## src/include/wwd_pkg.sv

```systemverilog
// Purpose: shared constants and types of the window watchdog block
// Assumes: 32-bit APB data, one aligned word per register
// Notes: byte addresses; narrow registers sit in the low bits
package wwd_pkg;

   // =====================================================================
   // register map (byte addresses)
   localparam logic [7:0] ADDR_CTRL = 8'h00;   // watchdog_control_reg
   localparam logic [7:0] ADDR_WIN = 8'h04;    // window_limit_reg
   localparam logic [7:0] ADDR_STAT = 8'h08;   // live status

   // =====================================================================
   // control register layout
   localparam int CTRL_ACT_BIT = 7;            // watchdog_activate
   localparam int CNT_MSB_BIT = 6;             // counter_msb_bit
   localparam int CNT_W = 7;

   // =====================================================================
   // status register layout
   localparam int STAT_ACTIVE_BIT = 0;
   localparam int STAT_HW_OPT_BIT = 1;
   localparam int STAT_HALT_OPT_BIT = 2;
   localparam int STAT_RST_BIT = 3;

   // =====================================================================
   // reset values and fixed counter points
   localparam logic [6:0] CNT_RESET = 7'h7F;
   localparam logic [6:0] WIN_RESET = 7'h7F;
   localparam logic [6:0] CNT_EXPIRE = 7'h40;  // last value with msb set
   localparam logic [6:0] WIN_FLOOR = 7'h3F;   // lower bound of reload window

   // =====================================================================
   // timing
   localparam int CLK_MHZ = 250;
   localparam int RST_PULSE_NS = 1000;
   localparam int RST_PULSE_CYC = (RST_PULSE_NS * CLK_MHZ + 999) / 1000;

   // reset reasons, held for the status read
   typedef enum logic [2:0] {
      CAUSE_NONE = 3'b000,
      CAUSE_TIMEOUT = 3'b001,
      CAUSE_WINDOW = 3'b010,
      CAUSE_SOFT = 3'b011,
      CAUSE_HALT = 3'b100
   } wwd_cause_e;

   // option-byte straps, carried together
   typedef struct packed {
      logic hw_enable;
      logic reset_on_halt;
   } wwd_opt_s;

endpackage

```

## src/verilog/wwd_top.sv

```systemverilog
// Purpose: window watchdog with prescaled free-running downcounter and APB registers
// Assumes: option straps are static pins; halt_req comes from the CPU on clk_sys
// Notes: wdg_reset stretches one watchdog event into a fixed-width reset request
//
// The implementer's own choices: the APB register port and the register addresses.
`timescale 1ns/1ns
`default_nettype none

module wwd_top #(
   parameter int PRESCALE_DIV = 4096,
   parameter int RST_PULSE_LEN = wwd_pkg::RST_PULSE_CYC
) (
   input wire logic clk_sys,
   input wire logic rst_n,
   input wire logic psel,
   input wire logic penable,
   input wire logic pwrite,
   input wire logic [7:0] paddr,
   input wire logic [31:0] pwdata,
   input wire logic [3:0] pstrb,
   output logic [31:0] prdata,
   output logic pready,
   output logic pslverr,
   input wire logic opt_hw_enable,
   input wire logic opt_reset_on_halt,
   input wire logic halt_req,
   output logic halt_enter,
   output logic wdg_reset
);

   // =====================================================================
   // elaboration checks
   // a prescaler beyond 16 bits or a pulse beyond 8 bits would be cut silently
   if (PRESCALE_DIV < 2 || PRESCALE_DIV > 65536) begin
      $error("PRESCALE_DIV out of range");
   end
   if (RST_PULSE_LEN < 1 || RST_PULSE_LEN > 255) begin
      $error("RST_PULSE_LEN out of range");
   end
   // the window and expiry compares are written for a seven-bit counter
   if (wwd_pkg::CNT_W != 7) begin
      $error("CNT_W must be 7");
   end

   localparam logic [15:0] PRE_LAST = 16'(PRESCALE_DIV - 1);
   localparam logic [7:0] PULSE_LOAD = 8'(RST_PULSE_LEN);

   // =====================================================================
   // option strap synchroniser
   wwd_pkg::wwd_opt_s opt_meta_q, opt_meta_d;
   wwd_pkg::wwd_opt_s opt_q, opt_d;

   // straps arrive from pins, so two flops before any logic reads them
   always_comb begin
      opt_meta_d.hw_enable = opt_hw_enable;
      opt_meta_d.reset_on_halt = opt_reset_on_halt;
      opt_d = opt_meta_q;
   end

   always_ff @(posedge clk_sys or negedge rst_n) begin
      if (!rst_n) begin
         opt_meta_q <= '0;
         opt_q <= '0;
      end else begin
         opt_meta_q <= opt_meta_d;
         opt_q <= opt_d;
      end
   end

   // =====================================================================
   // APB decode
   logic acc_wr, setup_rd, addr_ok;

   // zero wait states: every access completes in its first access cycle
   assign pready = 1'b1;
   assign acc_wr = psel && penable && pwrite;
   assign setup_rd = psel && !penable && !pwrite;
   assign addr_ok = (paddr == wwd_pkg::ADDR_CTRL) || (paddr == wwd_pkg::ADDR_WIN)
                    || (paddr == wwd_pkg::ADDR_STAT);
   assign pslverr = psel && penable && !addr_ok;

   logic wr_ctrl, wr_win;
   // the control byte lives in lane 0, so a write must enable that lane
   assign wr_ctrl = acc_wr && (paddr == wwd_pkg::ADDR_CTRL) && pstrb[0];
   assign wr_win = acc_wr && (paddr == wwd_pkg::ADDR_WIN) && pstrb[0];

   // =====================================================================
   // prescaler
   logic [15:0] pre_q, pre_d;
   logic tick;

   // the prescaler is never cleared by a reload, which is why the timeout
   // is only known to within one prescaler period
   assign tick = (pre_q == PRE_LAST);

   // one tick every PRESCALE_DIV clocks, a single-cycle enable
   always_comb begin
      pre_d = tick ? 16'h0000 : pre_q + 16'h0001;
   end

   // prescaler state
   always_ff @(posedge clk_sys or negedge rst_n) begin
      if (!rst_n) begin
         pre_q <= 16'h0000;
      end else begin
         pre_q <= pre_d;
      end
   end

   // =====================================================================
   // downcounter and activate bit
   logic [6:0] cnt_q, cnt_d;
   logic act_q, act_d;

   // a reload beats a tick in the same cycle, so a write at 40h never times out
   always_comb begin
      cnt_d = cnt_q;
      if (wr_ctrl) begin
         cnt_d = pwdata[wwd_pkg::CNT_W-1:0];
      end else if (tick) begin
         cnt_d = cnt_q - 7'h01;                          // free-running, wraps
      end
      // activate only ever sets; only rst_n clears it
      act_d = act_q | (wr_ctrl && pwdata[wwd_pkg::CTRL_ACT_BIT]);
   end

   // counter and activate state
   always_ff @(posedge clk_sys or negedge rst_n) begin
      if (!rst_n) begin
         cnt_q <= wwd_pkg::CNT_RESET;
         act_q <= 1'b0;
      end else begin
         cnt_q <= cnt_d;
         act_q <= act_d;
      end
   end

   // =====================================================================
   // window limit register
   logic [6:0] win_q, win_d;

   // only the upper bound is programmable; the lower bound stays at 3Fh
   always_comb begin
      win_d = wr_win ? pwdata[wwd_pkg::CNT_W-1:0] : win_q;
   end

   // window limit state
   always_ff @(posedge clk_sys or negedge rst_n) begin
      if (!rst_n) begin
         win_q <= wwd_pkg::WIN_RESET;
      end else begin
         win_q <= win_d;
      end
   end

   // =====================================================================
   // reset decision
   logic active;
   logic ev_timeout, ev_window, ev_soft, ev_halt, fire;
   logic wr_sets_act;
   logic above_limit, below_floor;

   // hardware option: always on, activate bit has no say
   assign active = opt_q.hw_enable | act_q;
   assign wr_sets_act = pwdata[wwd_pkg::CTRL_ACT_BIT] | opt_q.hw_enable;

   // msb falls 40h -> 3Fh while active
   assign ev_timeout = active && tick && !wr_ctrl && (cnt_q == wwd_pkg::CNT_EXPIRE);
   // upper bound: a reload at or above the limit is too early
   assign above_limit = (cnt_q >= win_q);
   // lower bound: at or below 3Fh the timeout has normally fired already, but
   // the compare still matters when the system reset is not wired back
   assign below_floor = (cnt_q <= wwd_pkg::WIN_FLOOR);
   // reload outside the window
   assign ev_window = active && wr_ctrl && (above_limit || below_floor);
   // writing the msb clear while (becoming) active resets at once
   assign ev_soft = wr_ctrl && (active || wr_sets_act)
                    && !pwdata[wwd_pkg::CNT_MSB_BIT];
   // halt turns into a reset under the reset-on-halt option, only while the watchdog is active
   assign ev_halt = halt_req && active && opt_q.reset_on_halt;
   // any event starts or restarts the reset pulse
   assign fire = ev_timeout || ev_window || ev_soft || ev_halt;

   // =====================================================================
   // reset pulse stretcher
   logic [7:0] pulse_q, pulse_d;
   logic rst_q, rst_d;
   logic halt_q, halt_d;

   // a new event while the pulse runs reloads it, so it is never cut short
   always_comb begin
      pulse_d = pulse_q;
      if (fire) begin
         pulse_d = PULSE_LOAD;
      end else if (pulse_q != 8'h00) begin
         pulse_d = pulse_q - 8'h01;
      end
      rst_d = fire || (pulse_q > 8'h01);
      // halt passes through only when it does not become a reset;
      // refreshing before halt is left to software
      halt_d = halt_req && !ev_halt;
   end

   // pulse, reset and halt outputs are registered
   always_ff @(posedge clk_sys or negedge rst_n) begin
      if (!rst_n) begin
         pulse_q <= 8'h00;
         rst_q <= 1'b0;
         halt_q <= 1'b0;
      end else begin
         pulse_q <= pulse_d;
         rst_q <= rst_d;
         halt_q <= halt_d;
      end
   end

   assign wdg_reset = rst_q;
   assign halt_enter = halt_q;

   // =====================================================================
   // reset cause record
   wwd_pkg::wwd_cause_e cause_q, cause_d;

   // the cause survives until a later event or the system reset through rst_n replaces it,
   // so software can still read it if the reset is not wired back;
   // when events coincide the most specific one is kept
   always_comb begin
      cause_d = cause_q;
      if (fire) begin
         if (ev_soft) begin
            cause_d = wwd_pkg::CAUSE_SOFT;
         end else if (ev_window) begin
            cause_d = wwd_pkg::CAUSE_WINDOW;
         end else if (ev_halt) begin
            cause_d = wwd_pkg::CAUSE_HALT;
         end else begin
            cause_d = wwd_pkg::CAUSE_TIMEOUT;
         end
      end
   end

   // cause state
   always_ff @(posedge clk_sys or negedge rst_n) begin
      if (!rst_n) begin
         cause_q <= wwd_pkg::CAUSE_NONE;
      end else begin
         cause_q <= cause_d;
      end
   end

   // =====================================================================
   // read data, captured in the setup cycle
   logic [31:0] rd_q, rd_d;

   always_comb begin
      rd_d = rd_q;
      if (setup_rd) begin
         rd_d = 32'h0000_0000;
         case (paddr)
            wwd_pkg::ADDR_CTRL: begin
               rd_d[wwd_pkg::CTRL_ACT_BIT] = act_q;
               rd_d[wwd_pkg::CNT_W-1:0] = cnt_q;
            end
            wwd_pkg::ADDR_WIN: begin
               rd_d[wwd_pkg::CNT_W-1:0] = win_q;
            end
            wwd_pkg::ADDR_STAT: begin
               rd_d[wwd_pkg::STAT_ACTIVE_BIT] = active;
               rd_d[wwd_pkg::STAT_HW_OPT_BIT] = opt_q.hw_enable;
               rd_d[wwd_pkg::STAT_HALT_OPT_BIT] = opt_q.reset_on_halt;
               rd_d[wwd_pkg::STAT_RST_BIT] = rst_q;
               rd_d[6:4] = cause_q;
            end
            default: begin
               rd_d = 32'h0000_0000;
            end
         endcase
      end
   end

   always_ff @(posedge clk_sys or negedge rst_n) begin
      if (!rst_n) begin
         rd_q <= 32'h0000_0000;
      end else begin
         rd_q <= rd_d;
      end
   end

   assign prdata = rd_q;

endmodule

`default_nettype wire

```

## config.mk

```make
export PLATFORM = sky130hd
export DESIGN_NAME = wwd_top
export DESIGN_NICKNAME = d
export VERILOG_FILES = /design/src/include/wwd_pkg.sv /design/src/verilog/wwd_top.sv
export SDC_FILE = /design/constraint.sdc
export NUM_CORES = 1
export LEC_CHECK = 0
export BUFFER_PORTS_ARGS = -buffer_cell sky130_fd_sc_hd__buf_2
export CORE_UTILIZATION = 47
export DETAILED_ROUTE_END_ITERATION = 10
export MAX_ROUTING_LAYER = met4
export PLACE_DENSITY = 0.81
export SLEW_MARGIN = 30
export SYNTH_ARGS = -nofsm -noshare
export SYNTH_HDL_FRONTEND = slang
export SYNTH_SLANG_ARGS = --single-unit
```

## constraint.sdc

```tcl
create_clock -name clk_sys -period 2 [get_ports clk_sys]
set_input_delay 0.4 -clock clk_sys [delete_from_list [all_inputs] [get_ports clk_sys]]
set_output_delay 0.4 -clock clk_sys [all_outputs]
set_load 0.005 [all_outputs]
```

## After elaboration in Yosys (flattened, before gate mapping)

Index checks and enable logic that the tools add are counted.

- Add/subtract/negate cells: 3
- Magnitude comparators: 3
- Eq/ne operators: 4
- Mux-type cells: 10
- Bitwise gates (word level): 3
- Reductions and logical operators: 38

Operator list:

| cell | count |
|---|---|
| 7-bit one-hot mux with 3 select lines | 1 |
| 1-bit logical AND | 20 |
| 16-bit by 1-bit adder with 16-bit output (second input constant) | 1 |
| 16-bit by 12-bit == test with 1-bit output (second input constant) | 1 |
| 16-bit 2-to-1 mux | 1 |
| 8-bit 2-to-1 mux | 2 |
| 7-bit 2-to-1 mux | 2 |
| 3-bit 2-to-1 mux | 3 |
| 8-bit by 3-bit == test with 1-bit output (second input constant) | 1 |
| 8-bit by 4-bit == test with 1-bit output (second input constant) | 1 |
| 8-bit by 1-bit greater-than comparator with 1-bit output (second input constant) | 1 |
| 8-bit zero test | 1 |
| 1-bit logical OR | 8 |
| 8-bit nonzero test | 1 |
| 8-bit by 1-bit subtractor with 8-bit output (second input constant) | 1 |
| 7-bit == test (second input constant) | 1 |
| 7-bit >= comparator | 1 |
| 7-bit by 6-bit <= comparator with 1-bit output (second input constant) | 1 |
| 7-bit by 1-bit subtractor with 7-bit output (second input constant) | 1 |
| 1-bit zero test | 6 |
| 2-bit nonzero test | 2 |
| 1-bit OR | 3 |
| 1-bit 2-to-1 mux | 1 |

- Bits in registers: 56
- Bits of input ports: 52
- Output and inout port bits: 36

## Longest topological paths before layout

Gate-level depths: netlist (run 1).

- Depth after elaboration: 11
- Gate-level depth with buffers: 7

## Worst setup path after synthesis (run 1)

Ideal clock, no wire load.

- Kind: register -> register
- Start point: register cnt_q[0]
- End point: register pulse_q[1]
- Arrival time: 1972 ps
- Data required time: 1861 ps
- Setup slack: -111 ps
- Stages on the path, launching flop included: 8
- Path buffers: 0
- Cells stage by stage: dfstp_2 -> inv_1 -> ha_1 -> nand2b_1 -> a211oi_1 -> or3_1 -> a311oi_1 -> or4_1

- Longest elaborated chain between the ends: 7

Ends and longest elaborated chain:

| element | line | source |
|---|---|---|
| from (decl) | wwd_top.sv:112 | `logic [6:0] cnt_q, cnt_d;` |
| from (signal assigned) | wwd_top.sv:130 | `cnt_q <= wwd_pkg::CNT_RESET;` |
| from (signal assigned) | wwd_top.sv:133 | `cnt_q <= cnt_d;` |
| 7-bit >= comparator or 7-bit by 6-bit <= comparator with 1-bit output (tied branches) | wwd_top.sv:170, wwd_top.sv:173 |  |
| 1-bit logical OR | wwd_top.sv:175 | `assign ev_window = active && wr_ctrl && (above_limit \|\| below_floor);` |
| 1-bit logical AND | wwd_top.sv:175 |  |
| 1-bit logical OR (*) (3 in a row) | wwd_top.sv:182 | `assign fire = ev_timeout \|\| ev_window \|\| ev_soft \|\| ev_halt;` |
| 8-bit 2-to-1 mux or 2-bit nonzero test (tied branches) | n/a |  |
| to (signal assigned) | wwd_top.sv:211 | `pulse_q <= pulse_d;` |
| to (decl) | wwd_top.sv:186 | `logic [7:0] pulse_q, pulse_d;` |

Mark *: on every way between the ends. The rest lies on a longest branch, timed or not.
A chain may end at the register's enable or synchronous reset.

## Worst setup path after layout (run 1)

Ends and elaborated chain as after synthesis.

==> impl_metrics.ini, run 1 <==
[run_status]
status = finished with violations
violations = setup timing

[yosys]
yosysTopAreaCell = dfrtp_1
syn_inst = 324
ys_async_sr_fraction_pct = 100
yosys.area_share.simple_pct = 22.4
synth_area_leaders = dfrtp_1, dfstp_2, buf_4
postSynthAreaPerCell_um2 = 9.69
synth_compound_area_share_pct = 9.36
ys_seq_elements = 56
synth_warnings = 0
ys_seq_area_share_pct = 45.2
synth_common_cells = dfrtp_1, nand2_1, nor2_1
synth_edf_count = 0
synth_cell_types = 51
netlist_area_um2 = 3140
synthMuxAreaShare_pct = 3.59
synth_xor_area_share_pct = 6.14
synth_top_area_share_pct = 33.5
synthFlopType = dfrtp_1
synthAdderAreaFrac_pct = 4.78
yosysMostFrequentCell = dfrtp_1
synth_top_family_by_area = simple AND/OR/NAND/NOR gates

[sta]
rsz0062_at_grt = yes
skew_ns = 0.0127
hold_viol = 0
period_share_pct = 106
final.min_clock_period_ns = 2.12
fin_hold_ws_ns = 0.0208
worst_slack_ns = -0.125
max_clock_freq_mhz = 471
drv_slew = 0
setup_violations = 10

[layout]
ff_latch_area_um2 = 1420
num-fill-cells = 545
final_nets = 457
drive_gt1_share_pct = 30.7
syn2layout_area_growth_pct = 20.8
antennaDiodeCount = 0
multi_input_area_um2 = 1660
final_cells = 471

[worst_setup_path]
cp_max_fo = 3
critPathTopFamily = simple AND/OR/NAND/NOR gates
slowest_stage = dfstp_2
crit_required_ns = 2.19
worstPathCellList = inv_2 -> ha_4 -> nand2b_4 -> a211oi_2 -> or3_4 -> buf_6 -> a311oi_2 -> or4_1
crit_type = reg2reg
critical_path_buf_inv_count = 2
crit_path_start_kind = register
max_stage_delay_ns = 0.55
critical_path_arrival_ns = 2.31
endpoint_kind = register

[flow_run]
cap_violations = 0

[pwr]
seqPwrFrac_pct = 50.9
ir_worst_vdd_mv = 0.355
switching_share_pct = 25.3
p_leak_nw = 1.78
clockPowerShare_pct = 32.1
p_per_area_nw_per_um2 = 658
pwr-share-comb_pct = 17.0
intPower_w = 0.00186
p_switching_w = 0.000631

[clock_network]
cts_buffers = 5
cts_sinks = 56
cts_root_buf = clkbuf_8
cts-htree-levels = 2
clockBufferDepth = 2
clk_pin_slew_ns = 0.10
cts_tree = done
worstSkewPairLatency_ns = 0.31

[drt]
dr.pass1.iters = 5
wl_mm = 6.86
initialDrtViolationCount = 181
ant_nets = 0
drc_errors = 0
num_vias = 2571
via_per_inst = 5.46
post_drt_wl_per_cell_um = 14.6

[floorplan]
ioPinCount = 88
start_util_pct = 49.2
fp.dieH_um = 83.7
die_area_um2 = 7010
core-area_um2 = 6390
die_w_um = 83.7
num_rows = 29

[global_routing]
track_usage_pct = 20.1
grt_pass1_wl_mm = 11.1
antenna_found_initial = 0
grt_max_degree = 27
grt_pass1_vias = 2409
grt_remaining_overflow = 0

[worst_hold_path]
hold_class = in2async

[placed_design]
portBuffers = 35
place_hpwl_mm = 4.64
placed_cells = 454
gp_congestion = 0.912
## per-layer routing
metal	global-route usage (%)	share of wire [%]	vias up	routed length, µm
met2	32.7	50	109	3440
li1	-	-	1213	-
met1	25.7	42	1227	2860
met3	3.36	5.9	22	403
met5	-	0	-	0
met4	6.78	2.3	0	155
## layout by cell type (no fill, tap or decap), types with 3 or more instances in the layout
master    Yosys  layout
clkbuf_8      0       7
and4_1        3       3
ha_1         12       8
mux2i_1       9       9
inv_2         0       5
nand3_1      14      14
xor2_1       12      12
nand2_1      35      35
nor2b_1       5       5
buf_2         1      35
o21ai_0      24      23
dfrtp_1      42      42
nor3_1        9       9
dfstp_2      14      14
and3_1        4       3
a21o_1        4       4
inv_1        11       6
conb_1        2      25
ha_4          0       4
nor2_1       28      27
nand4_1      10      10
xnor2_1      10      10
a21oi_1      10      10
buf_4        27      31
## logic make-up (layout without fill, tap and decap cells)
kind of cell | Yosys count | count (layout)
adder cells (fa/ha/maj) | 12 | 12
buffers and inverters | 42 | 88
AND/OR/NAND/NOR | 129 | 129
flip-flops | 56 | 56
other | 2 | 25
XOR/XNOR | 22 | 22
multiplexers | 11 | 11
AO/OA/AOI/OAI | 50 | 51
## what timing repair did
action                     4_1_cts  5_1_grt
resized for setup               11        7
cloned                           1        0
setup endpoints to repair       10       11
setup buffers                    6        2
pin swaps                        8        7
hold buffers                     0        0
## flip-flops by register name, summed over array words and instances, names as in the netlist, 2 cells and up
signal,cells
pre_q,16
prdata,8
pulse_q,8
cnt_q,7
win_q,7
cause_q,3
opt_d,2
opt_q,2
## power by group through the flow
stage	registers (W)	logic, W	clock network, W
floorplan	0.00128	0.000248	0
global placement	0.00128	0.000360	0
detailed placement	0.00129	0.000375	0
CTS	0.00127	0.000410	0.000812
global route	0.00128	0.000471	0.000864
finish	0.00127	0.000425	0.000800
## final timing paths
kind                                   start    endpoint  slack, ns  depth (start not counted)
setup / recovery                    cnt_q[0]  pulse_q[1]      -0.12                          8
hold / removal                         rst_n    pre_q[6]       0.02                          1
setup reg to reg                    cnt_q[0]  pulse_q[1]      -0.12                          8
hold reg to reg                     opt_d[1]    opt_q[1]       0.37                          0
max in group asynchronous              rst_n    cnt_q[3]       1.35                          2
min in group clk_sys       opt_reset_on_halt    opt_d[0]       0.19                          1
## per-stage QoR
step | power [W] | TNS [ns] | instance area (µm²) | utilization (%) | worst slack (ns)
after floorplan | 0.00153 | 0 | 3250 | - | 0.0116
after global placement | 0.00164 | -0.633 | 3510 | 55.0 | -0.122
after detailed placement | 0.00167 | -0.876 | 3510 | 55.0 | -0.133
after CTS | 0.00249 | -0.358 | 3750 | 58.7 | -0.0867
after global routing | 0.00261 | -0.970 | 3790 | 59.4 | -0.181
final | 0.00250 | -0.563 | 3790 | 59.4 | -0.125
## worst reg2reg max path, stage by stage (launching register included)
cell and delay [ns]:
dfstp_2 0.55, inv_2 0.05, ha_4 0.22, nand2b_4 0.13, a211oi_2 0.26, or3_4 0.20
buf_6 0.10, a311oi_2 0.09, or4_1 0.40
## layout make-up
cell class,count,area share (%)
clock inverter,1,0.792
inverter,11,1.09
tap,77,2.54
clock buffer,7,2.54
sequential,56,37.4
multi-input combinational,250,43.7
timing repair buffer,69,11.9
(Power assumes the default switching activity.)
==> run 2: changes to the inputs <==
--- a/config.mk
+++ b/config.mk
@@ -5,8 +5,11 @@
 export SDC_FILE = /design/constraint.sdc
 export NUM_CORES = 1
 export LEC_CHECK = 0
+export ABC_AREA = 1
 export BUFFER_PORTS_ARGS = -buffer_cell sky130_fd_sc_hd__buf_2
-export CORE_UTILIZATION = 47
+export CORE_MARGIN = 8
+export CORE_UTILIZATION = 48
+export CTS_CLUSTER_SIZE = 24
 export DETAILED_ROUTE_END_ITERATION = 10
 export MAX_ROUTING_LAYER = met4
 export PLACE_DENSITY = 0.81
==> run 2 against run 1 <==
Effect of this change:
- the run now ends clean
- critical endpoint is now wdg_reset
- critical path depth increased by 2
- core utilization shrank 2.8 points
- fmax grew 12%
- worst setup slack gained 0.22 ns
- wire length rose by 9.2%
- clock skew is 0.0041 ns lower
- sequential power down 3%
- largest cell class unchanged
- synthesized cell count grew 28%
- critical path type unchanged
- highest routed layer unchanged
- combinational power shrank 21%
- clock power shrank 19%
- sequential share of layout area shrank 0.73 points
==> impl_metrics.ini, run 2 <==
[run_status]
status = finished clean

[drt]
met2WireLength_mm = 3.65
dr.pass1.iters = 4
initialDrtViolationCount = 128
via_per_inst = 4.95
wl_met3_um = 546
wl_mm = 7.50
post_drt_wl_per_cell_um = 13.2
num_vias = 2809
drc_errors = 0
ant_nets = 0
wl_met1_mm = 3.10
top_layer = met4

[yosys]
syn_inst = 415
yosysTopAreaCell = dfrtp_1
ys_seq_area_share_pct = 41.8
synth_edf_count = 0
ys_seq_elements = 56
synthFlopType = dfrtp_1
synth_area_leaders = dfrtp_1, dfstp_2, nand2_1
synth_top_area_share_pct = 30.9
synth_cell_types = 38
ys_async_sr_fraction_pct = 100
synth_common_cells = nand2_1, inv_1, dfrtp_1
postSynthAreaPerCell_um2 = 8.19
synth_warnings = 0
netlist_area_um2 = 3400
yosysMostFrequentCell = nand2_1

[pwr]
total_power_w = 0.00222
p_per_area_nw_per_um2 = 573
ir_worst_vdd_mv = 0.402
p_leak_nw = 2.01

[global_routing]
antenna_found_initial = 0
grt_pass1_vias = 2869
grt_max_degree = 57
grt_pass1_wl_mm = 12.6
track_usage_pct = 15.6
grt_remaining_overflow = 0

[worst_setup_path]
slowest_stage = dfstp_2
worstPathCellList = inv_2 -> ha_4 -> a21oi_1 -> nand2_1 -> nor2_1 -> nand3_2 -> nand2_2 -> nand2_2 -> nor2_4 -> nand2_1
critical_path_arrival_ns = 2.11
crit_type = reg2reg
cp_max_fo = 7
startpoint = win_q[6]
max_stage_delay_ns = 0.58
critical_path_buf_inv_count = 1
endpoint_kind = register
crit_path_start_kind = register
reg2reg_from = win_q[6]
crit_required_ns = 2.20
critPathTopFamily = simple AND/OR/NAND/NOR gates

[floorplan]
core-area_um2 = 6830
die_area_um2 = 10000
start_util_pct = 49.7
ioPinCount = 88
die_w_um = 100
fp.dieH_um = 100
num_rows = 30

[clock_network]
hold_buffers = 0
cts_sinks = 56
cts-htree-levels = 2
clockBufferDepth = 2
cts_root_buf = clkbuf_8
worstSkewPairLatency_ns = 0.31
clk_pin_slew_ns = 0.10
cts_tree = done
cts_buffers = 5

[placed_design]
place_hpwl_mm = 5.61
gp_congestion = 0.877
portBuffers = 35

[layout]
antennaDiodeCount = 0
multi_input_area_um2 = 1670
final_common_cell = nand2_1
final_nets = 535
final_cell_mix = nand2_1, inv_1, dfrtp_1
largest_register_ff_count = 16
ff_latch_area_um2 = 1420
syn2layout_area_growth_pct = 13.8
top_register = pre_q
num-fill-cells = 633
drive_gt1_share_pct = 25.6

[sta]
skew_ns = 0.00869
hold_viol = 0
tns_ns = 0
drv_slew = 0
setup_violations = 0
final.min_clock_period_ns = 1.90
period_share_pct = 95.2
max_clock_freq_mhz = 525
fin_hold_ws_ns = 0.0737

[flow_run]
cap_violations = 0

[worst_hold_path]
hold_class = in2async
==> run 2: worst reg2reg max path: stages, from the launching register on <==
cell and delay [ns]:
dfstp_2 0.58, inv_2 0.05, ha_4 0.21, a21oi_1 0.16
nand2_1 0.08, nor2_1 0.11, nand3_2 0.11, nand2_2 0.12
nand2_2 0.08, nor2_4 0.20, nand2_1 0.10
==> run 2: what timing repair did <==
item | CTS | global route
setup buffers | 0 | 7
gates resized for setup | 0 | 9
setup endpoints to repair | 0 | 10
==> run 2: per-layer routing <==
metal / GRT usage, % / up-vias
met5: - / -
met4: 4.65 / 0
met3: 4.08 / 19
met2: 27.9 / 90
met1: 16.5 / 1310
li1: - / 1390
==> run 2: report_power, final <==
part,internal (W),switching [W]
combinational,0.000118,0.000218
sequential,0.00120,0.0000340
clock,0.000281,0.000369
==> run 2: path summary, 6_finish.rpt <==
kind / depth (start not counted) / end / slack, ns
max in group asynchronous: 2 / win_q[5] / 1.63
hold reg to reg: 0 / opt_q[0] / 0.36
hold / removal: 2 / prdata[0] / 0.07
setup reg to reg: 10 / wdg_reset / 0.1
min in group clk_sys: 1 / opt_d[0] / 0.19
setup / recovery: 10 / wdg_reset / 0.1
==> run 2: cell type report <==
type,count,area share [%]
clock buffer,6,2.14
clock inverter,2,0.388
inverter,60,5.82
multi-input combinational,293,43.1
sequential,56,36.7
tap,96,3.11
timing repair buffer,55,8.74
==> run 2: cell families after synthesis <==
kind of cell             Yosys count  synth area share (%)
XOR/XNOR                          13                  3.35
buffers and inverters             89                  13.1
other                              2                 0.221
AND/OR/NAND/NOR                  202                  29.1
adder cells (fa/ha/maj)           12                  4.42
flip-flops                        56                  41.8
AO/OA/AOI/OAI                     41                  8.06
==> run 2: per-stage QoR <==
| stage | instances | area [µm²] | utilization [%] | setup WS (ns) |
|---|---|---|---|---|
| floorplan | 438 | 3480 | - | 0.256 |
| global placement | 553 | 3670 | 53.7 | 0.0786 |
| detailed placement | 553 | 3670 | 53.7 | 0.0511 |
| CTS | 561 | 3770 | 55.1 | 0.0313 |
| global route | 568 | 3870 | 56.6 | -0.0497 |
| finish | 568 | 3870 | 56.6 | 0.0967 |
